## src/rtl/rms_map.vh

```
// register offsets, fields, reset values and timing counts of the radio core
`ifndef RMS_MAP_VH
`define RMS_MAP_VH
// register indices
`define RMS_REG_MODE 5'h02
`define RMS_REG_SIGNAL_STRENGTH_VALUE_CTL 5'h04
`define RMS_REG_TXDLY 5'h08
`define RMS_REG_SIGNAL_STRENGTH_VALUE_RD 5'h09
`define RMS_REG_SYN_INT 5'h0A
`define RMS_REG_SYN_FRAC 5'h0B
`define RMS_REG_COEF_LO 5'h0C
`define RMS_REG_COEF_HI 5'h11
`define RMS_REG_SIGNAL_STRENGTH_VALUE 5'h1D
`define RMS_REG_STATUS 5'h1E
// field positions
`define RMS_B_TXEN 14
`define RMS_B_RXEN 13
`define RMS_B_NBW 12
`define RMS_B_INJ 11
`define RMS_B_SIGNAL_STRENGTH_VALUE_EN 6
`define RMS_B_SIGNAL_STRENGTH_VALUE_RDEN 8
`define RMS_F_DLY_HI 15
`define RMS_F_DLY_LO 8
// reset values
`define RMS_RST_MODE 16'h0000
`define RMS_RST_SIGNAL_STRENGTH_VALUE_CTL 16'h0000
`define RMS_RST_TXDLY 16'h0000
`define RMS_RST_SIGNAL_STRENGTH_VALUE_RD 16'h0000
`define RMS_RST_SYN_INT 10'h0B8
`define RMS_RST_SYN_FRAC 16'h0000
`define RMS_RST_SLOPE 8'h00
// synthesizer integer offset
`define RMS_SYN_OFS 11'h003
// timing, in ns, and counts of 40 ns cycles (rounded up)
`define RMS_CLK_NS 40
`define RMS_T_FILT_NS 10000
`define RMS_T_TUNE_NS 140000
`define RMS_T_SIGNAL_STRENGTH_VALUE_NS 40000
`define RMS_T_ANT_NS 2500
`define RMS_T_US_NS 1000
`define RMS_CYC_FILT ((`RMS_T_FILT_NS + `RMS_CLK_NS - 1) / `RMS_CLK_NS)
`define RMS_CYC_TUNE ((`RMS_T_TUNE_NS + `RMS_CLK_NS - 1) / `RMS_CLK_NS)
`define RMS_CYC_SIGNAL_STRENGTH_VALUE ((`RMS_T_SIGNAL_STRENGTH_VALUE_NS + `RMS_CLK_NS - 1) / `RMS_CLK_NS)
`define RMS_CYC_ANT ((`RMS_T_ANT_NS + `RMS_CLK_NS - 1) / `RMS_CLK_NS)
`define RMS_CYC_US (`RMS_T_US_NS / `RMS_CLK_NS)
// sample phase boundaries inside one microsecond bit
`define RMS_PH1 5'h06
`define RMS_PH2 5'h0C
`define RMS_PH3 5'h13
`endif

```

## src/rtl/rms_top.v

```verilog
// radio receive sequencing, transmit shaping and synthesizer core
//
// Notes on behaviour
// (RULE1) controller sets receive enable, clears others, then raises cycle enable
// (RULE2) controller sets transmit and narrow band, clears receive, then enables
// (RULE3) receive: filter on after 10 us, tuning done after 140 us
// (RULE4) filter off at once when enable falls; off in idle and transmit
// (RULE5) 4-bit strength readable at index 29 in idle when both enables set
// (RULE6) strength value refreshed 40 us after first receive bit
// (RULE7) 6-bit two's-complement samples sent serially, six bits per sample
// (RULE8) device forwards data clock with samples; controller makes word start
// (RULE9) transmit waits programmed microsecond delay before first bit
// (RULE10) antenna data enabled 2.5 us after launch delay expires
// (RULE11) controller packets start with four alternating preamble bits
// (RULE12) controller keeps launch delay minimal unless settling needed
// (RULE13) oscillator divider driven by three cascaded accumulators
// (RULE14) controller computes integer and fraction words from LO
// (RULE15) controller uses 157500 Hz deviation in its calculations
// (RULE16) trajectory picked from current bit and two previous bits
// (RULE17) eleven coefficients, trajectories folded into one quadrant
// (RULE18) table drives accumulators; seven top bits drive second port
// (RULE19) receive holds table output at first coefficient entry
// (RULE20) controller rounds coefficients by adding 2 and dividing by 4
// (RULE21) controller uses the fixed trajectory constants
// (RULE22) table output scaled by slope and intercept before the DAC
// (RULE23) controller programs slope and intercept from reference ratio
// (RULE24) launch delay counted in microsecond ticks from enable rise
//
// The register offsets and the plain strobed port are this design's own decisions.
`timescale 1ns/1ps
`default_nettype none
`include "rms_map.vh"
module rms_top (
  input wire clk,
  input wire rst_n,
  input wire [4:0] reg_addr,
  input wire [15:0] reg_wdata,
  input wire reg_wr,
  input wire reg_rd,
  output reg [15:0] reg_rdata,
  input wire radio_cycle_enable,
  input wire tx_data,
  input wire data_clk,
  input wire [5:0] adc_sample,
  input wire [3:0] signal_strength_value_adc,
  output reg if_channel_filter_en,
  output reg if_filter_tune_done,
  output reg tx_bit_req,
  output reg tx_antenna_en,
  output reg [8:0] shaping_word,
  output reg [6:0] vco_port2,
  output reg [8:0] mod_dac,
  output reg [10:0] synth_div,
  output reg rx_serial_data,
  output reg rx_serial_clk
);
  localparam ST_IDLE = 3'b001;
  localparam ST_RX = 3'b010;
  localparam ST_TX = 3'b100;

  reg [15:0] mode_r;
  reg [15:0] signal_strength_value_ctl_r;
  reg [15:0] txdly_r;
  reg [15:0] signal_strength_value_rd_r;
  reg [9:0] syn_int_r;
  reg [15:0] syn_frac_r;
  reg [7:0] slope_r;
  reg [12:0] s1_r;
  reg [12:0] s2_r;
  reg en_d_r;
  reg dclk_d_r;
  reg [2:0] st_r;
  reg [2:0] st_nxt;
  reg [11:0] rx_cnt_r;
  reg [2:0] bit_idx_r;
  reg [5:0] sr_r;
  reg first_bit_r;
  reg [9:0] signal_strength_value_cnt_r;
  reg signal_strength_value_run_r;
  reg [3:0] signal_strength_value_val_r;
  reg [4:0] us_div_r;
  reg [7:0] us_cnt_r;
  reg launch_r;
  reg [5:0] ant_cnt_r;
  reg [2:0] hist_r;
  reg sign_r;
  reg [15:0] acc1_r;
  reg [15:0] acc2_r;
  reg [15:0] acc3_r;
  reg c1_r;
  reg c2_r;
  reg c3_r;
  reg c2d_r;
  reg c3d_r;
  reg c3dd_r;

  wire en_s = s2_r[12];
  wire tx_s = s2_r[11];
  wire dclk_s = s2_r[10];
  wire [5:0] adc_s = s2_r[9:4];
  wire [3:0] signal_strength_value_s = s2_r[3:0];
  wire en_rise = en_s & ~en_d_r;
  wire dclk_rise = dclk_s & ~dclk_d_r;
  wire us_tick = (us_div_r == (`RMS_CYC_US - 1));
  wire [7:0] dly = txdly_r[`RMS_F_DLY_HI:`RMS_F_DLY_LO];
  wire [7:0] icpt = txdly_r[7:0];
  wire [7:0] coef;
  wire coef_wr;
  reg [3:0] coef_idx;

  // sample column of a microsecond bit
  function [1:0] col_of;
    input [4:0] div;
    begin
      if (div < `RMS_PH1)
        col_of = 2'h0;
      else if (div < `RMS_PH2)
        col_of = 2'h1;
      else if (div < `RMS_PH3)
        col_of = 2'h2;
      else
        col_of = 2'h3;
    end
  endfunction

  // folded quadrant lookup: history {oldest, prev, current}
  function [3:0] fold_idx;
    input [2:0] h;
    input [1:0] col;
    begin
      if (h[2] == h[1] && h[1] == h[0])
        fold_idx = 4'h0;
      else if (h[1] == h[0])
        fold_idx = (col == 2'h0) ? 4'h0 : {2'b00, col};
      else if (h[2] == h[1])
        fold_idx = 4'h4 + {2'b00, col};
      else
        fold_idx = (col == 2'h0) ? 4'h4 : (4'h7 + {2'b00, col});
    end
  endfunction

  // two-flop synchronisers for the enable, data, clock, sample and strength pins
  always @(posedge clk or negedge rst_n)
  begin
    if (!rst_n)
    begin
      s1_r <= 13'h0000;
      s2_r <= 13'h0000;
      en_d_r <= 1'b0;
      dclk_d_r <= 1'b0;
    end
    else
    begin
      s1_r <= {radio_cycle_enable, tx_data, data_clk, adc_sample, signal_strength_value_adc};
      s2_r <= s1_r;
      en_d_r <= en_s;
      dclk_d_r <= dclk_s;
    end
  end

  // register writes
  assign coef_wr = reg_wr && reg_addr >= `RMS_REG_COEF_LO &&
                   reg_addr <= `RMS_REG_COEF_HI;
  always @(posedge clk or negedge rst_n)
  begin
    if (!rst_n)
    begin
      mode_r <= `RMS_RST_MODE;
      signal_strength_value_ctl_r <= `RMS_RST_SIGNAL_STRENGTH_VALUE_CTL;
      txdly_r <= `RMS_RST_TXDLY;
      signal_strength_value_rd_r <= `RMS_RST_SIGNAL_STRENGTH_VALUE_RD;
      syn_int_r <= `RMS_RST_SYN_INT;
      syn_frac_r <= `RMS_RST_SYN_FRAC;
      slope_r <= `RMS_RST_SLOPE;
    end
    else if (reg_wr)
    begin
      case (reg_addr)
        `RMS_REG_MODE: mode_r <= reg_wdata;
        `RMS_REG_SIGNAL_STRENGTH_VALUE_CTL: signal_strength_value_ctl_r <= reg_wdata;
        `RMS_REG_TXDLY: txdly_r <= reg_wdata;
        `RMS_REG_SIGNAL_STRENGTH_VALUE_RD: signal_strength_value_rd_r <= reg_wdata;
        `RMS_REG_SYN_INT: syn_int_r <= reg_wdata[9:0];
        `RMS_REG_SYN_FRAC: syn_frac_r <= reg_wdata;
        `RMS_REG_COEF_HI: slope_r <= reg_wdata[15:8];
        default: slope_r <= slope_r;
      endcase
    end
  end

  // register reads, data one cycle after the strobe
  always @(posedge clk or negedge rst_n)
  begin
    if (!rst_n)
      reg_rdata <= 16'h0000;
    else if (reg_rd)
    begin
      case (reg_addr)
        `RMS_REG_MODE: reg_rdata <= mode_r;
        `RMS_REG_SIGNAL_STRENGTH_VALUE_CTL: reg_rdata <= signal_strength_value_ctl_r;
        `RMS_REG_TXDLY: reg_rdata <= txdly_r;
        `RMS_REG_SIGNAL_STRENGTH_VALUE_RD: reg_rdata <= signal_strength_value_rd_r;
        `RMS_REG_SYN_INT: reg_rdata <= {6'h00, syn_int_r};
        `RMS_REG_SYN_FRAC: reg_rdata <= syn_frac_r;
        `RMS_REG_SIGNAL_STRENGTH_VALUE: reg_rdata <= (st_r == ST_IDLE &&
          signal_strength_value_ctl_r[`RMS_B_SIGNAL_STRENGTH_VALUE_EN] && signal_strength_value_rd_r[`RMS_B_SIGNAL_STRENGTH_VALUE_RDEN]) ?
          {12'h000, signal_strength_value_val_r} : 16'h0000; // [RULE5]
        `RMS_REG_STATUS: reg_rdata <= {11'h000, launch_r,
          if_filter_tune_done, if_channel_filter_en, st_r[2], st_r[1]};
        default: reg_rdata <= 16'h0000;
      endcase
    end
  end

  // cycle state: mode chosen on enable rise, idle on fall
  always @*
  begin
    st_nxt = st_r;
    case (st_r)
      ST_IDLE:
        if (en_rise && mode_r[`RMS_B_RXEN] && !mode_r[`RMS_B_TXEN] &&
            !mode_r[`RMS_B_NBW])
          st_nxt = ST_RX;
        else if (en_rise && mode_r[`RMS_B_TXEN] && mode_r[`RMS_B_NBW] &&
                 !mode_r[`RMS_B_RXEN])
          st_nxt = ST_TX;
      ST_RX:
        if (!en_s)
          st_nxt = ST_IDLE;
      ST_TX:
        if (!en_s)
          st_nxt = ST_IDLE;
      default: st_nxt = ST_IDLE;
    endcase
  end

  always @(posedge clk or negedge rst_n)
  begin
    if (!rst_n)
      st_r <= ST_IDLE;
    else
      st_r <= st_nxt;
  end

  // receive timer, filter enable and tuning flag
  always @(posedge clk or negedge rst_n)
  begin
    if (!rst_n)
    begin
      rx_cnt_r <= 12'h000;
      if_channel_filter_en <= 1'b0;
      if_filter_tune_done <= 1'b0;
    end
    else
    begin
      if (st_nxt != ST_RX)
        rx_cnt_r <= 12'h000;
      else if (rx_cnt_r != `RMS_CYC_TUNE)
        rx_cnt_r <= rx_cnt_r + 12'h001;
      if_channel_filter_en <= (st_nxt == ST_RX) &&
        (rx_cnt_r >= `RMS_CYC_FILT - 1); // [RULE3] [RULE4]
      if_filter_tune_done <= (st_nxt == ST_RX) &&
        (rx_cnt_r >= `RMS_CYC_TUNE - 1); // [RULE3] [RULE4]
    end
  end

  // serial sample output on each data clock rise, MSB first
  always @(posedge clk or negedge rst_n)
  begin
    if (!rst_n)
    begin
      bit_idx_r <= 3'h0;
      sr_r <= 6'h00;
      rx_serial_data <= 1'b0;
      rx_serial_clk <= 1'b0;
      first_bit_r <= 1'b0;
    end
    else
    begin
      rx_serial_clk <= dclk_s & (st_r == ST_RX); // [RULE8]
      if (st_r != ST_RX)
      begin
        bit_idx_r <= 3'h0;
        rx_serial_data <= 1'b0;
        first_bit_r <= 1'b0;
      end
      else if (dclk_rise)
      begin
        first_bit_r <= 1'b1;
        if (bit_idx_r == 3'h0)
        begin
          rx_serial_data <= adc_s[5]; // [RULE7]
          sr_r <= {adc_s[4:0], 1'b0};
        end
        else
        begin
          rx_serial_data <= sr_r[5];
          sr_r <= {sr_r[4:0], 1'b0};
        end
        bit_idx_r <= (bit_idx_r == 3'h5) ? 3'h0 : bit_idx_r + 3'h1;
      end
    end
  end

  // strength refresh a fixed time after the first receive bit
  always @(posedge clk or negedge rst_n)
  begin
    if (!rst_n)
    begin
      signal_strength_value_cnt_r <= 10'h000;
      signal_strength_value_run_r <= 1'b0;
      signal_strength_value_val_r <= 4'h0;
    end
    else if (st_r == ST_RX && dclk_rise && !first_bit_r)
    begin
      signal_strength_value_cnt_r <= 10'h000;
      signal_strength_value_run_r <= 1'b1;
    end
    else if (signal_strength_value_run_r)
    begin
      if (signal_strength_value_cnt_r == `RMS_CYC_SIGNAL_STRENGTH_VALUE - 1)
      begin
        signal_strength_value_val_r <= signal_strength_value_s; // [RULE6]
        signal_strength_value_run_r <= 1'b0;
      end
      signal_strength_value_cnt_r <= signal_strength_value_cnt_r + 10'h001;
    end
  end

  // microsecond ticks, launch delay, bit request and antenna enable
  always @(posedge clk or negedge rst_n)
  begin
    if (!rst_n)
    begin
      us_div_r <= 5'h00;
      us_cnt_r <= 8'h00;
      launch_r <= 1'b0;
      ant_cnt_r <= 6'h00;
      tx_antenna_en <= 1'b0;
      tx_bit_req <= 1'b0;
      hist_r <= 3'b000;
    end
    else if (st_r != ST_TX)
    begin
      us_div_r <= 5'h00;
      us_cnt_r <= 8'h00;
      launch_r <= 1'b0;
      ant_cnt_r <= 6'h00;
      tx_antenna_en <= 1'b0;
      tx_bit_req <= 1'b0;
    end
    else
    begin
      us_div_r <= us_tick ? 5'h00 : us_div_r + 5'h01; // [RULE24]
      tx_bit_req <= 1'b0;
      if (!launch_r)
      begin
        if (us_cnt_r == dly)
        begin
          launch_r <= 1'b1; // [RULE9] [RULE24]
          tx_bit_req <= 1'b1;
          us_div_r <= 5'h00;
        end
        else if (us_tick)
          us_cnt_r <= us_cnt_r + 8'h01; // [RULE24]
      end
      else
      begin
        if (ant_cnt_r != `RMS_CYC_ANT)
          ant_cnt_r <= ant_cnt_r + 6'h01;
        tx_antenna_en <= (ant_cnt_r >= `RMS_CYC_ANT - 1); // [RULE10]
        if (us_tick)
          tx_bit_req <= 1'b1;
        if (us_div_r == 5'h00)
          hist_r <= {hist_r[1:0], tx_s}; // [RULE16]
      end
    end
  end

  // table address: folded trajectory in transmit after launch, first entry otherwise
  always @*
  begin
    if (st_r == ST_TX && launch_r)
      coef_idx = fold_idx(hist_r, col_of(us_div_r)); // [RULE16] [RULE17]
    else
      coef_idx = 4'h0; // [RULE19]
  end

  rms_coef_mem u_coef (
    .clk(clk),
    .wr_en(coef_wr),
    .wr_word(reg_addr[2:0] - 3'h4),
    .wr_data(reg_wdata),
    .rd_byte(coef_idx),
    .rd_data(coef)
  );

  // signed shaping word, scaled DAC value and second port
  wire signed [17:0] prod = $signed(shaping_word) * $signed({1'b0, slope_r});
  wire [8:0] scaled = prod[15:7] + {1'b0, icpt};
  always @(posedge clk or negedge rst_n)
  begin
    if (!rst_n)
    begin
      sign_r <= 1'b0;
      shaping_word <= 9'h000;
      vco_port2 <= 7'h00;
      mod_dac <= 9'h000;
    end
    else
    begin
      sign_r <= (st_r == ST_TX && launch_r) ? ~hist_r[0] : 1'b0;
      if (st_r == ST_IDLE)
        shaping_word <= 9'h000; // no deviation, table may be unwritten
      else if (sign_r)
        shaping_word <= 9'h000 - {1'b0, coef};
      else
        shaping_word <= {1'b0, coef};
      vco_port2 <= shaping_word[8:2]; // [RULE18]
      mod_dac <= scaled; // [RULE22]
    end
  end

  // three cascaded accumulators with modulated fraction
  wire [15:0] fin = syn_frac_r + {{7{shaping_word[8]}}, shaping_word};
  wire [16:0] a1 = {1'b0, acc1_r} + {1'b0, fin}; // [RULE18]
  wire [16:0] a2 = {1'b0, acc2_r} + {1'b0, a1[15:0]};
  wire [16:0] a3 = {1'b0, acc3_r} + {1'b0, a2[15:0]};
  wire [10:0] div_sum = {1'b0, syn_int_r} + `RMS_SYN_OFS +
    {10'h000, c1_r} + {10'h000, c2_r} + {10'h000, c3_r} +
    {10'h000, c3dd_r} - {10'h000, c2d_r} - {9'h000, c3d_r, 1'b0};
  always @(posedge clk or negedge rst_n)
  begin
    if (!rst_n)
    begin
      acc1_r <= 16'h0000;
      acc2_r <= 16'h0000;
      acc3_r <= 16'h0000;
      c1_r <= 1'b0;
      c2_r <= 1'b0;
      c3_r <= 1'b0;
      c2d_r <= 1'b0;
      c3d_r <= 1'b0;
      c3dd_r <= 1'b0;
      synth_div <= 11'h000;
    end
    else
    begin
      acc1_r <= a1[15:0]; // [RULE13]
      acc2_r <= a2[15:0];
      acc3_r <= a3[15:0];
      c1_r <= a1[16];
      c2_r <= a2[16];
      c3_r <= a3[16];
      c2d_r <= c2_r;
      c3d_r <= c3_r;
      c3dd_r <= c3d_r;
      synth_div <= div_sum; // [RULE13]
    end
  end
endmodule
`default_nettype wire

```

## src/rtl/rms_coef_mem.v

```verilog
// shaping coefficient store: word writes, registered byte reads
`timescale 1ns/1ps
`default_nettype none
module rms_coef_mem (
  input wire clk,
  input wire wr_en,
  input wire [2:0] wr_word,
  input wire [15:0] wr_data,
  input wire [3:0] rd_byte,
  output reg [7:0] rd_data
);
  reg [15:0] mem [0:5];
  wire [15:0] rd_word;

  assign rd_word = mem[rd_byte[3:1]];

  // word write from the register port
  always @(posedge clk)
  begin
    if (wr_en)
      mem[wr_word] <= wr_data;
  end

  // byte read, registered
  always @(posedge clk)
  begin
    rd_data <= rd_byte[0] ? rd_word[15:8] : rd_word[7:0];
  end
endmodule
`default_nettype wire

```

## config.mk

```make
export PLATFORM = sky130hd
export DESIGN_NAME = rms_top
export DESIGN_NICKNAME = d
export VERILOG_FILES = /design/src/rtl/rms_top.v /design/src/rtl/rms_coef_mem.v
export VERILOG_INCLUDE_DIRS = /design/src /design/src/rtl
export SDC_FILE = /design/constraint.sdc
export NUM_CORES = 1
export LEC_CHECK = 0
export BUFFER_PORTS_ARGS = -buffer_cell sky130_fd_sc_hd__buf_2
export CORE_MARGIN = 4
export CORE_UTILIZATION = 23
export DETAILED_ROUTE_END_ITERATION = 7
export GPL_ROUTABILITY_DRIVEN = 1
export PLACE_DENSITY = 0.4
export SETUP_SLACK_MARGIN = 0.3
export SLEW_MARGIN = 20
export SYNTH_ARGS = -nofsm -noshare
export SYNTH_HDL_FRONTEND = slang
export SYNTH_SLANG_ARGS = --single-unit
export TNS_END_PERCENT = 5
```

## constraint.sdc

```tcl
create_clock -name clk -period 5.4 [get_ports clk]
set_clock_uncertainty 0.1 [all_clocks]
set_input_delay 0.54 -clock clk [delete_from_list [all_inputs] [get_ports clk]]
set_output_delay 0.54 -clock clk [all_outputs]
set_load 0.03 [all_outputs]
```

==> impl_results.md, run 1 <==
* Post-route setup TNS at -0.0119 ns
* Status: complete, but fails checks
* Syn Area/Cell at roughly 12 sq um
* Slew Viols, Final at 0
* Buf+Inv Stages, Crit Path at 3
* Post-layout minimum cycle time at roughly 5.4 ns
* Placer's final routability congestion estimate at roughly 0.78
* P_leak at ~12 nW
* Register area share after synthesis at approximately half
* Port bufs at 95
* Final wirelength at 59,400 um
* Drt initial violations at 616
* Setup Viol. Count Final at 1
* Worst Tran Pin Value at 1.07 ns
* Worst-path maximum fanout at 4
* RSZ-0062 raised after global routing: true
* Final ANT Viol Nets at 0
* Post-Synthesis Cells at approximately 1.9k
* Die Ht at around 310 um
* Hold/Removal Path Class: input port to register
* Period utilization at 100%
* Core box area at 93,500 sq um
* Mapped cell area at 21,700 sq um
* EDFF count, synth at 96
* CP peak stage delay at approximately 0.52 ns
* Startpoint types: register
* Bufs on Longest Clock Path at 3
* Cell breakdown of the critical path: nand2_2 > fa_1 > fa_1 > inv_1 > ha_1 > inv_1 > fa_1 > inv_1 > ha_1 > and4b_2 > a2111oi_4 > nor3_2 > or3_1 > xor2_1 > ha_1 > nor2b_1 > o21a_1 > o41a_1 > xnor2_1 > xnor2_1
* Place WS at -0.101 ns
* Total design power at around 15 mW
* Endpoints failing hold at 0
* P&R area growth vs syn at 22.9%
* Max VDD drop at 0.591 mV
* Slew headroom at 28.3%
* CTS tree: yes
* Max-Cap Viols at 0
* Layout cell share with drive strength beyond 1 at 23.9%
* Htree depth at 2
* Number of global-route vias before repair at approximately 15k
* Syn nets at 2,095
* Congestion Overflow GR at 0
* FILL cells at approximately 9.6k
* FMAX at 0.185 GHz
* Final #Nets at roughly 2.3k
* Final WS setup at -0.0119 ns
* DPL Wire Length at 42,700 um
* Die Span X at roughly 310 um
* Die area at about 99,000 sq um
* FP Rows at between 100 and 150
* Clk sink count at roughly 400
* Root buf cell: clkbuf_16
* Largest net degree at the start of global routing at ~120
* Initial Util at 23.2%
* Family with the most delay on the worst path: adder cells
* Syn. warnings at 0
* Total CTS buffers at 51
* Synth unique cells at between 80 and 90
* Placement Cell Area at between 20,000 and 25,000 sq um
* Ports at 96
* PD cells at 574 nW/um^2
* Critical-path top delay cell: fa_1
* Synth top area share at 34.2%
* First-pass iteration count of the detailed router at 5
* Setup CP Type: register to register
* Initial antenna violation count at 8
* Main area contributors after synthesis: dfrtp_1 (34%), edfxtp_1 (13%), ha_1 (7.9%), fa_1 (5.7%), mux2_2 (4.9%)
* Worst-Skew Late Latency at around 0.62 ns
* Post-Layout Inst Area at 26,600 sq um
* Failing checks: negative setup slack
* CTS clk-pin slew, worst paths at ~0.050 ns
* CP Capture Type: register
* Ys async rst share at 74.3%
* Yosys reg bits at about 410
* Req. time, crit path at about 5.8 ns
* Largest area contributor in the netlist: dfrtp_1
* First-pass GRT wire length at 91,800 um
* Wirelength per Cell at roughly 17 um
* Ys flop type: dfrtp_1
* Post-CTS Setup Inserts at 0
* Crit path DAT at about 5.8 ns
* Vias/cell at 4.26
* Via count at 14.5k
* Remaining routing DRC violations at 0
* All-Layer GR Usage at between 10% and 20%
[sequential cells by signal, summed over array words and instances, names as in the netlist, 6 cells and up]
register / cells
acc1_r: 16
acc2_r: 16
acc3_r: 16
ant_cnt_r: 6
mod_dac: 9
mode_r: 16
reg_rdata: 16
rx_cnt_r: 12
s1_r: 13
s2_r: 13
shaping_word: 9
signal_strength_value_cnt_r: 10
signal_strength_value_ctl_r: 16
signal_strength_value_rd_r: 16
slope_r: 8
syn_frac_r: 16
syn_int_r: 10
synth_div: 11
txdly_r: 16
u_coef.mem: 96
u_coef.rd_data: 8
us_cnt_r: 8
vco_port2: 7
[timing repair]
action	in CTS	in global routing
pin swaps	15	8
cloned	0	0
gates resized for setup	34	16
hold buffers	14	0
endpoints found under the hold margin	111	0
endpoints found under the setup margin	10	13
[cell type report]
cell class	instances	area (sq um)	area share, %
sequential	405	10600	39.8
multi-input combinational	1248	10500	39.4
timing repair buffer	240	1630	6.14
tap	1254	1570	5.89
clock buffer	71	1430	5.37
inverter	156	586	2.20
clock inverter	24	309	1.16
antenna	7	17.5	0.0658
[worst paths after layout]
kind | from | cells past startpoint | slack, ns | to
worst max-delay path | slope_r[2]$_DFFE_PN0P_ | 20 | -0.01 | mod_dac[8]$_DFF_PN0_
worst min-delay path | reg_wdata[10] | 3 | 0.23 | slope_r[2]$_DFFE_PN0P_
worst max register to register | slope_r[2]$_DFFE_PN0P_ | 20 | -0.01 | mod_dac[8]$_DFF_PN0_
worst min register to register | s1_r[7]$_DFF_PN0_ | 0 | 0.25 | s2_r[7]$_DFF_PN0_
max in group asynchronous | rst_n | 3 | 3.54 | hist_r[2]$_DFFE_PN0P_
min in group asynchronous | rst_n | 2 | 0.48 | synth_div[1]$_DFF_PN0_
[synthesized netlist by cell type, types with 5 or more instances]
| cell | count |
|---|---|
| nor2b_1 | 17 |
| mux2i_1 | 83 |
| edfxtp_1 | 96 |
| fa_1 | 62 |
| nand2_1 | 117 |
| dfxtp_1 | 8 |
| nand2b_1 | 16 |
| a221oi_2 | 8 |
| nand3_1 | 24 |
| or3_1 | 8 |
| or2_2 | 7 |
| nor4_1 | 12 |
| nor3_1 | 25 |
| clkbuf_1 | 36 |
| o22ai_2 | 8 |
| inv_1 | 155 |
| xor2_1 | 49 |
| and2_1 | 48 |
| o21a_1 | 11 |
| nand3b_1 | 5 |
| a21o_1 | 19 |
| o22ai_1 | 17 |
| nand4_1 | 12 |
| a211oi_1 | 14 |
| xnor2_1 | 77 |
| a221o_1 | 5 |
| o2bb2ai_1 | 6 |
| and3_1 | 7 |
| o21ai_0 | 48 |
| a21oi_1 | 85 |
| nor2_1 | 124 |
| a22oi_1 | 17 |
| dfrtp_1 | 296 |
| o211ai_1 | 6 |
| ha_1 | 136 |
| mux2_2 | 95 |
| a21boi_0 | 5 |
| dfstp_2 | 5 |
| o21bai_1 | 7 |
[kinds of logic after synthesis]
family          Yosys count  synth area share (%)
compound gates          301                  9.73
xor+xnor                126                  5.09
fa+ha+maj               198                  13.6
buf+inv                 206                  3.93
flops                   405                  48.8
mux                     178                  8.77
simple gates            445                  10.1
[per-stage QoR]
| stage | hold slack, ns | utilization (%) | instances |
|---|---|---|---|
| after CTS | 0.191 | 28.4 | 3398 |
| after global placement | 0.234 | 26.3 | 3289 |
| after floorplan | 0.144 | - | 1859 |
| final | 0.226 | 28.5 | 3405 |
| after global routing | 0.202 | 28.5 | 3398 |
| after detailed placement | 0.237 | 26.3 | 3289 |
[tightest hold or removal path, stage by stage]
cell     delay (ns)
buf_2          0.20
nand2_1        0.10
nand2_1        0.05
[per-layer routing]
| layer | wire length, um | GRT usage (%) |
|---|---|---|
| met5 | 41 | 0 |
| met4 | 916 | 2.51 |
| met3 | 3040 | 2.83 |
| met2 | 27000 | 19.3 |
| met1 | 28400 | 16.4 |
[layout by cell type, fill, tap and decap left out, drive strengths merged, types with 48 or more instances in the layout]
| master | instances |
|---|---|
| nand2 | 118 |
| xnor2 | 77 |
| mux2i | 83 |
| mux2 | 95 |
| ha | 136 |
| clkbuf | 71 |
| xor2 | 49 |
| buf | 226 |
| edfxtp | 96 |
| fa | 62 |
| inv | 155 |
| nor2 | 124 |
| o21ai | 49 |
| and2 | 48 |
| dfrtp | 296 |
| a21oi | 86 |
[power breakdown]
group | internal, mW | leakage [nW] | switching, mW | total, mW
Combinational | 3.83 | 6.32 | 3.96 | 7.79
Clock | 2.06 | 0.843 | 1.41 | 3.47
Sequential | 3.73 | 4.77 | 0.282 | 4.02
No activity file was read; power rests on OpenSTA's default activity.
==> inputs of run 2 (changes only) <==
--- a/config.mk
+++ b/config.mk
@@ -11,7 +11,7 @@
 export CORE_UTILIZATION = 23
 export DETAILED_ROUTE_END_ITERATION = 7
 export GPL_ROUTABILITY_DRIVEN = 1
-export PLACE_DENSITY = 0.4
+export PLACE_DENSITY = 0.39
 export SETUP_SLACK_MARGIN = 0.3
 export SLEW_MARGIN = 20
 export SYNTH_ARGS = -nofsm -noshare
==> constraint.sdc (replaced) <==
create_clock -name clk -period 5.5 [get_ports clk]
set_clock_uncertainty 0.1 [all_clocks]
set_input_delay 0.55 -clock clk [delete_from_list [all_inputs] [get_ports clk]]
set_output_delay 0.55 -clock clk [all_outputs]
set_load 0.03 [all_outputs]
==> run 2 against run 1 <==
Compared with the run above: largest cell class unchanged; non-clock buffer count down 13; sequential cell count did not move; sequential power fell by 2%; the run now ends clean; final cell count fell by 0.47%; clock power up 1%.
==> impl_results.md, run 2 (synthesis gave the netlist of run 1 again) <==
* Worst-path maximum fanout at 4 (unchanged)
* Htree depth at 2 (unchanged)
* Number of flip-flops in the largest register at 96 (unchanged)
* Number of global-route vias before repair at 15.3k (-0.67%)
* Family with the most delay on the worst path: adder cells
* Final wirelength at 59,600 um (+0.31%)
* FILL cells at 9,662 (+0.18%)
* Stages on worst setup path at 20 (unchanged)
* Slew Viols, Final at 0 (unchanged)
* CP Capture Type: register
* Final WS setup at 0.0301 ns (+0.0420 ns)
* Drt initial violations at 767 (+25%)
* Worst Tran Pin Value at 1.06 ns (-0.0143 ns)
* CTS tree: yes
* FP Rows at 112 (unchanged)
* Max VDD drop at 0.551 mV (-6.8%)
* Cell breakdown of the critical path: nand2_1 > fa_1 > fa_1 > inv_1 > ha_1 > inv_1 > fa_1 > inv_1 > ha_1 > and4b_1 > a2111oi_4 > nor3_2 > or3_4 > xor2_1 > ha_1 > nor2b_1 > o21a_1 > o41a_1 > xnor2_2 > xnor2_1
* Period utilization at 99.5% (-0.77 points)
* Place WS at 0.0138 ns (+0.115 ns)
* Final ANT Viol Nets at 0 (unchanged)
* Via count at 14.4k (-0.45%)
* Top reg by flops: u_coef.mem
* Startpoint types: register
* Die Span X at 315 um (unchanged)
* Bufs on Longest Clock Path at 3 (unchanged)
* Max-Cap Viols at 0 (unchanged)
* Total design power at 14.8 mW (-2.9%)
* Critical-path top delay cell: fa_1
* Post-layout minimum cycle time at 5.47 ns (+0.0580 ns)
* Placed insts at 3,275 (-0.43%)
* P&R area growth vs syn at 22.3%
* FMAX at 0.183 GHz (-1.1%)
* First-pass iteration count of the detailed router at 5 (unchanged)
* Congestion Overflow GR at 0 (unchanged)
* Remaining routing DRC violations at 0 (unchanged)
* P_leak at 11.9 nW (-0.69%)
* All-Layer GR Usage at 12.1% (+0.14 points)
* Setup CP Type: register to register
* Req. time, crit path at 5.88 ns (+0.09 ns)
* Slew headroom at 28.8% (+0.49 points)
* Largest net degree at the start of global routing at 110 (-5.2%)
* Psw at 5.40 mW (-4.3%)
* Initial Util at 23.2% (unchanged)
* Ports at 96 (unchanged)
* Sequential Power Share at 26.6% (+0.3 points)
* Pint at 9.44 mW (-2.0%)
* Total CTS buffers at 49 (-3.9%)
* Status: finished, final reports clean
* RSZ-0062 raised after global routing: true
* Fin cells at 3,389 (-0.47%)
* Initial antenna violation count at 11 (+3)
* CP startpoint: shaping_word[4]$_DFF_PN0_
* CTS clk-pin slew, worst paths at 0.06 ns (about the same)
* Vias/cell at 4.26 (about the same)
* Power share of the clock group at 23.6% (+0.9 points)
* R2R Setup Slk at 0.03 ns (+0.04 ns)
* Most common cell after layout, fill and taps aside: dfrtp_1
* Layout cell share with drive strength beyond 1 at 22.6% (-1.3 points)
* Endpoints failing hold at 0 (unchanged)
* DPL Wire Length at 43,100 um (+0.87%)
* Worst hold path depth at 3 (unchanged)
* Final #Nets at 2,323 (-0.64%)
* HP Start: reg_wdata[10]
* Reg-to-reg critical path startpoint: shaping_word[4]$_DFF_PN0_
* Buf+Inv Stages, Crit Path at 3 (unchanged)
* Crit path DAT at 5.85 ns (+0.05 ns)
* Post-route setup TNS at 0 ns (+0.0119 ns)
* Port bufs at 95 (unchanged)
* Reg2reg path depth at 20 (unchanged)
* Worst-Skew Late Latency at 0.62 ns (about the same)
* Die area at 99,200 sq um (unchanged)
* Hold/Removal Path Class: input port to register
* Commonest cells after routing, fill and taps aside: dfrtp_1 (289), inv_1 (153), ha_1 (130)
* Worst-case hold path end point: slope_r[2]$_DFFE_PN0P_
* Root buf cell: clkbuf_16
* Multi-input logic area at 10,500 sq um (-0.32%)
* Die Ht at 315 um (unchanged)
* R2r endpoint: mod_dac[8]$_DFF_PN0_
* Sequential standard cell area at 10,600 sq um (about the same)
* CP peak stage delay at 0.52 ns (about the same)
* Sw Share at 36.4% (-0.56 points)
* Logic gate share of total power at 49.8% (-1.2 points)
* Placer's final routability congestion estimate at 0.753 (-2.9%)
* Wirelength per Cell at 17.6 um (+0.78%)
* PD cells at 560 nW/um^2 (-2.4%)
* Worst hold margin at 0.230 ns (+0.00379 ns)
* First-pass GRT wire length at 92,400 um (+0.73%)
* Clk sink count at 405 (unchanged)
* Core box area at 93,500 sq um (unchanged)
* Setup Viol. Count Final at 0 (-1)
run 2: metrics by stage:
stage | utilization, % | area, sq um
3_3_place_gp | 26.1 | 24400
3_5_place_dp | 26.1 | 24400
4_1_cts | 28.3 | 26400
2_1_floorplan | - | 21700
5_1_grt | 28.3 | 26500
6_report | 28.4 | 26500
run 2: per-layer routing:
metal	up-vias	track usage (%)	part of all wire, %
met5	-	0	0.057
met2	205	19.2	45
met3	68	2.71	5.1
met1	7195	16.7	48
li1	6972	-	-
met4	6	2.89	2.0
run 2: what timing repair did:
item | 4_1_cts | 5_1_grt
hold endpoints to repair | 118 | 0
pin swaps | 12 | 5
hold buffers | 14 | 0
buffers inserted | 1 | 0
endpoints found under the setup margin | 8 | 11
gates resized for setup | 20 | 15
run 2: power groups by stage:
stage | sequential (mW) | clock, mW | combinational (mW)
global route | 4.00 | 3.76 | 8.34
CTS | 3.96 | 3.66 | 7.43
detailed placement | 4.01 | 0 | 7.23
finish | 3.95 | 3.51 | 7.39
floorplan | 4.04 | 0 | 4.61
global placement | 4.00 | 0 | 7.21
run 2: layout make-up:
type | instances | share of cell area [%]
sequential | 405 | 40.0
multi-input combinational | 1248 | 39.5
tap | 1254 | 5.92
timing repair buffer | 227 | 5.76
clock buffer | 68 | 5.16
inverter | 156 | 2.21
clock inverter | 24 | 1.45
antenna | 7 | 0.0661
run 2: how the worst max path moves through the flow:
| stage | slack [ns] | end |
|---|---|---|
| 2_1_floorplan | 0.12 | mod_dac[8]$_DFF_PN0_ |
| 3_3_place_gp | -0.02 | acc3_r[15]$_DFF_PN0_ |
| 3_5_place_dp | 0.01 | mod_dac[8]$_DFF_PN0_ |
| 4_1_cts | 0.05 | mod_dac[8]$_DFF_PN0_ |
| 5_1_grt | -0.23 | mod_dac[8]$_DFF_PN0_ |
| 6_report | 0.03 | mod_dac[8]$_DFF_PN0_ |
run 2: worst register-to-register path: stages, from the launching register on:
cell	delay (ns)
dfrtp_2	0.44
nand2_1	0.10
fa_1	0.44
fa_1	0.51
inv_1	0.04
ha_1	0.28
inv_1	0.05
fa_1	0.52
inv_1	0.04
ha_1	0.28
and4b_1	0.26
a2111oi_4	0.42
nor3_2	0.09
or3_4	0.40
xor2_1	0.15
ha_1	0.28
nor2b_1	0.14
o21a_1	0.18
o41a_1	0.35
xnor2_2	0.15
xnor2_1	0.14
==> inputs of run 3 (changes only) <==
--- a/config.mk
+++ b/config.mk
@@ -7,6 +7,7 @@
 export NUM_CORES = 1
 export LEC_CHECK = 0
 export BUFFER_PORTS_ARGS = -buffer_cell sky130_fd_sc_hd__buf_2
+export CORE_ASPECT_RATIO = 1.75
 export CORE_MARGIN = 4
 export CORE_UTILIZATION = 23
 export DETAILED_ROUTE_END_ITERATION = 7
==> run 3 against run 2 <==
Compared with the run above: hold slack better by 0.0041 ns; non-clock buffer count up 33; sequential share of layout area down 0.13 points; critical path depth up 5; wire length up 7.8%; via count up 2.2%; first-iteration DRC count down 28%; highest routed layer unchanged; register-to-register slack better by 0.04 ns; fmax up 0.74%; utilization up 0.14 points; cell area up 0.34%.
==> impl_results.md, run 3 (synthesis gave the netlist of run 1 again) <==
* Hold/Removal Path Class: input port to register
* First-pass iteration count of the detailed router at 5 (unchanged)
* Core box area at 93,300 sq um (-0.15%)
* Max-Cap Viols at 0 (unchanged)
* Fin cells at 3,358 (-0.91%)
* Final ANT Viol Nets at 0 (unchanged)
* Buf+Inv Stages, Crit Path at 6 (+3)
* CP Capture Type: register
* Total design power at 15.5 mW (+4.3%)
* CP peak stage delay at 0.53 ns (about the same)
* Placed insts at 3,248 (-0.82%)
* Number of flip-flops in the largest register at 96 (unchanged)
* Final #Nets at 2,352 (+1.2%)
* Psw at 5.76 mW (+6.5%)
* Final wirelength at 64,200 um (+7.8%)
* Total CTS buffers at 45 (-8.2%)
* P_leak at 11.9 nW (+0.71%)
* Congestion Overflow GR at 0 (unchanged)
* Req. time, crit path at 5.89 ns (about the same)
* Die area at 99,400 sq um (+0.19%)
* Remaining routing DRC violations at 0 (unchanged)
* Period utilization at 98.7% (-0.73 points)
* Wirelength per Cell at 19.1 um (+8.8%)
* Setup CP Type: register to register
* Logic gate share of total power at 53.4% (+3.6 points)
* Layout cell share with drive strength beyond 1 at 24.2% (+1.6 points)
* Critical-path top delay cell: fa_1
* Sw Share at 37.2% (+0.80 points)
* Root buf cell: clkbuf_16
* Family with the most delay on the worst path: adder cells
* Max VDD drop at 0.284 mV (-49%)
* Endpoints failing hold at 0 (unchanged)
* Power share of the clock group at 21.1% (-2.5 points)
* Drt initial violations at 549 (-28%)
* Slew headroom at 27.7% (-1.0 points)
* Status: finished, final reports clean
* Worst-Skew Late Latency at 0.61 ns (about the same)
* Setup Viol. Count Final at 0 (unchanged)
* Pint at 9.72 mW (+2.9%)
* Clk sink count at 405 (unchanged)
* DPL Wire Length at 47,700 um (+11%)
* Top reg by flops: u_coef.mem
* Die Ht at 414 um (+31%)
* Initial antenna violation count at 10 (-1)
* P&R area growth vs syn at 22.7%
* Placer's final routability congestion estimate at 0.798 (+6.1%)
* Ports at 96 (unchanged)
* CTS clk-pin slew, worst paths at 0.06 ns (about the same)
* FP Rows at 148 (+32%)
* CTS tree: yes
* RSZ-0062 raised after global routing: true
* Via count at 14.8k (+2.2%)
* Vias/cell at 4.40 (+3.2%)
* Startpoint types: register
* Commonest cells after routing, fill and taps aside: dfrtp_1 (288), inv_1 (154), buf_4 (144)
* Most common cell after layout, fill and taps aside: dfrtp_1
* Crit path DAT at 5.82 ns (-0.03 ns)
* Initial Util at 23.2% (+0.035 points)
* Port bufs at 95 (unchanged)
* Htree depth at 2 (unchanged)
* Largest net degree at the start of global routing at 118 (+7.3%)
* First-pass GRT wire length at 97,200 um (+5.1%)
* R2R Setup Slk at 0.07 ns (+0.04 ns)
* Worst Tran Pin Value at 1.08 ns (+0.0237 ns)
* Post-layout minimum cycle time at 5.43 ns (-0.0400 ns)
* All-Layer GR Usage at 12.8% (+0.72 points)
* Bufs on Longest Clock Path at 3 (unchanged)
* FMAX at 0.184 GHz (+0.74%)
* Sequential Power Share at 25.5% (-1.1 points)
* Worst-path maximum fanout at 8 (+4)
* Die Span X at 240 um (-24%)
* PD cells at 582 nW/um^2 (+3.9%)
* Number of global-route vias before repair at 16.2k (+5.6%)
* Slew Viols, Final at 0 (unchanged)
## run 3: changes by cell type in the layout (fill, tap and decap cells not counted), sizes merged
cell	before	now
diode	7	5
buf	213	246
clkinv	16	10
clkinvlp	0	5
clkbuf	68	62
inv	156	157
bufinv	8	6
## run 3: cell type report
class                      count  area [sq um]
antenna                        5          12.5
clock buffer                  62          1260
clock inverter                22           315
fill                        9701         66700
inverter                     156           586
multi-input combinational   1248         10500
sequential                   405         10600
tap                         1200          1500
timing repair buffer         260          1810
## run 3: metal layers
layer  global-route usage [%]  share of wire, %  vias to the layer above
li1                         -                 -                     7026
met1                     13.1                36                     7418
met3                     2.49               3.9                       95
met5                        0             0.072                        -
met2                     25.3                56                      223
met4                     4.57               3.5                        6
## run 3: power groups by stage
stage               Combinational, mW  Clock (mW)  Sequential (mW)
finish                           8.26        3.26             3.95
floorplan                        4.61           0             4.04
global placement                 7.59           0             4.01
global route                     9.17        3.49             4.00
CTS                              7.93        3.39             3.96
detailed placement               7.67           0             4.02
## run 3: per-stage QoR
| step | cell area, sq um | TNS [ns] | utilization [%] | hold WS (ns) | worst slack, ns |
|---|---|---|---|---|---|
| 3_5_place_dp | 24600 | -0.470 | 26.3 | 0.236 | -0.147 |
| 4_1_cts | 26400 | 0 | 28.3 | 0.186 | 0.0485 |
| 2_1_floorplan | 21700 | 0 | - | 0.154 | 0.120 |
| 3_3_place_gp | 24600 | -0.400 | 26.3 | 0.231 | -0.157 |
| 6_report | 26600 | 0 | 28.5 | 0.234 | 0.0701 |
| 5_1_grt | 26600 | -1.25 | 28.5 | 0.207 | -0.229 |
## run 3: what timing repair did
action	4_1_cts	5_1_grt
hold endpoints to repair	106	0
hold buffers	14	0
buffers inserted	3	4
cloned	0	0
resized for setup	20	30
pin swaps	20	26
endpoints found under the setup margin	10	13
## run 3: final timing paths
kind | from | end | cells after the start
worst min register to register | s1_r[8]$_DFF_PN0_ | s2_r[8]$_DFF_PN0_ | 0
worst max-delay path | shaping_word[0]$_DFF_PN0_ | mod_dac[8]$_DFF_PN0_ | 25
min in group asynchronous | rst_n | ant_cnt_r[1]$_DFFE_PN0P_ | 2
worst max register to register | shaping_word[0]$_DFF_PN0_ | mod_dac[8]$_DFF_PN0_ | 25
max in group asynchronous | rst_n | shaping_word[8]$_DFF_PN0_ | 3
worst min-delay path | reg_wdata[15] | slope_r[7]$_DFFE_PN0P_ | 3
## run 3: worst register-to-register path, cell delays in order, from the launching register on
cell and delay (ns):
dfrtp_2 0.40, buf_4 0.12, buf_6 0.11, and2_1 0.13, ha_1 0.16, inv_1 0.07, fa_1 0.52, inv_1 0.04
ha_1 0.26, inv_1 0.05, fa_1 0.53, inv_1 0.04, ha_1 0.27, and4b_2 0.25, a21o_1 0.16, a21oi_1 0.18
xnor2_1 0.14, ha_1 0.24, fa_2 0.37, a21o_1 0.19, a21oi_2 0.14, nor2b_1 0.06, o21a_1 0.19, o41a_1 0.32
xnor2_1 0.14, xnor2_1 0.13
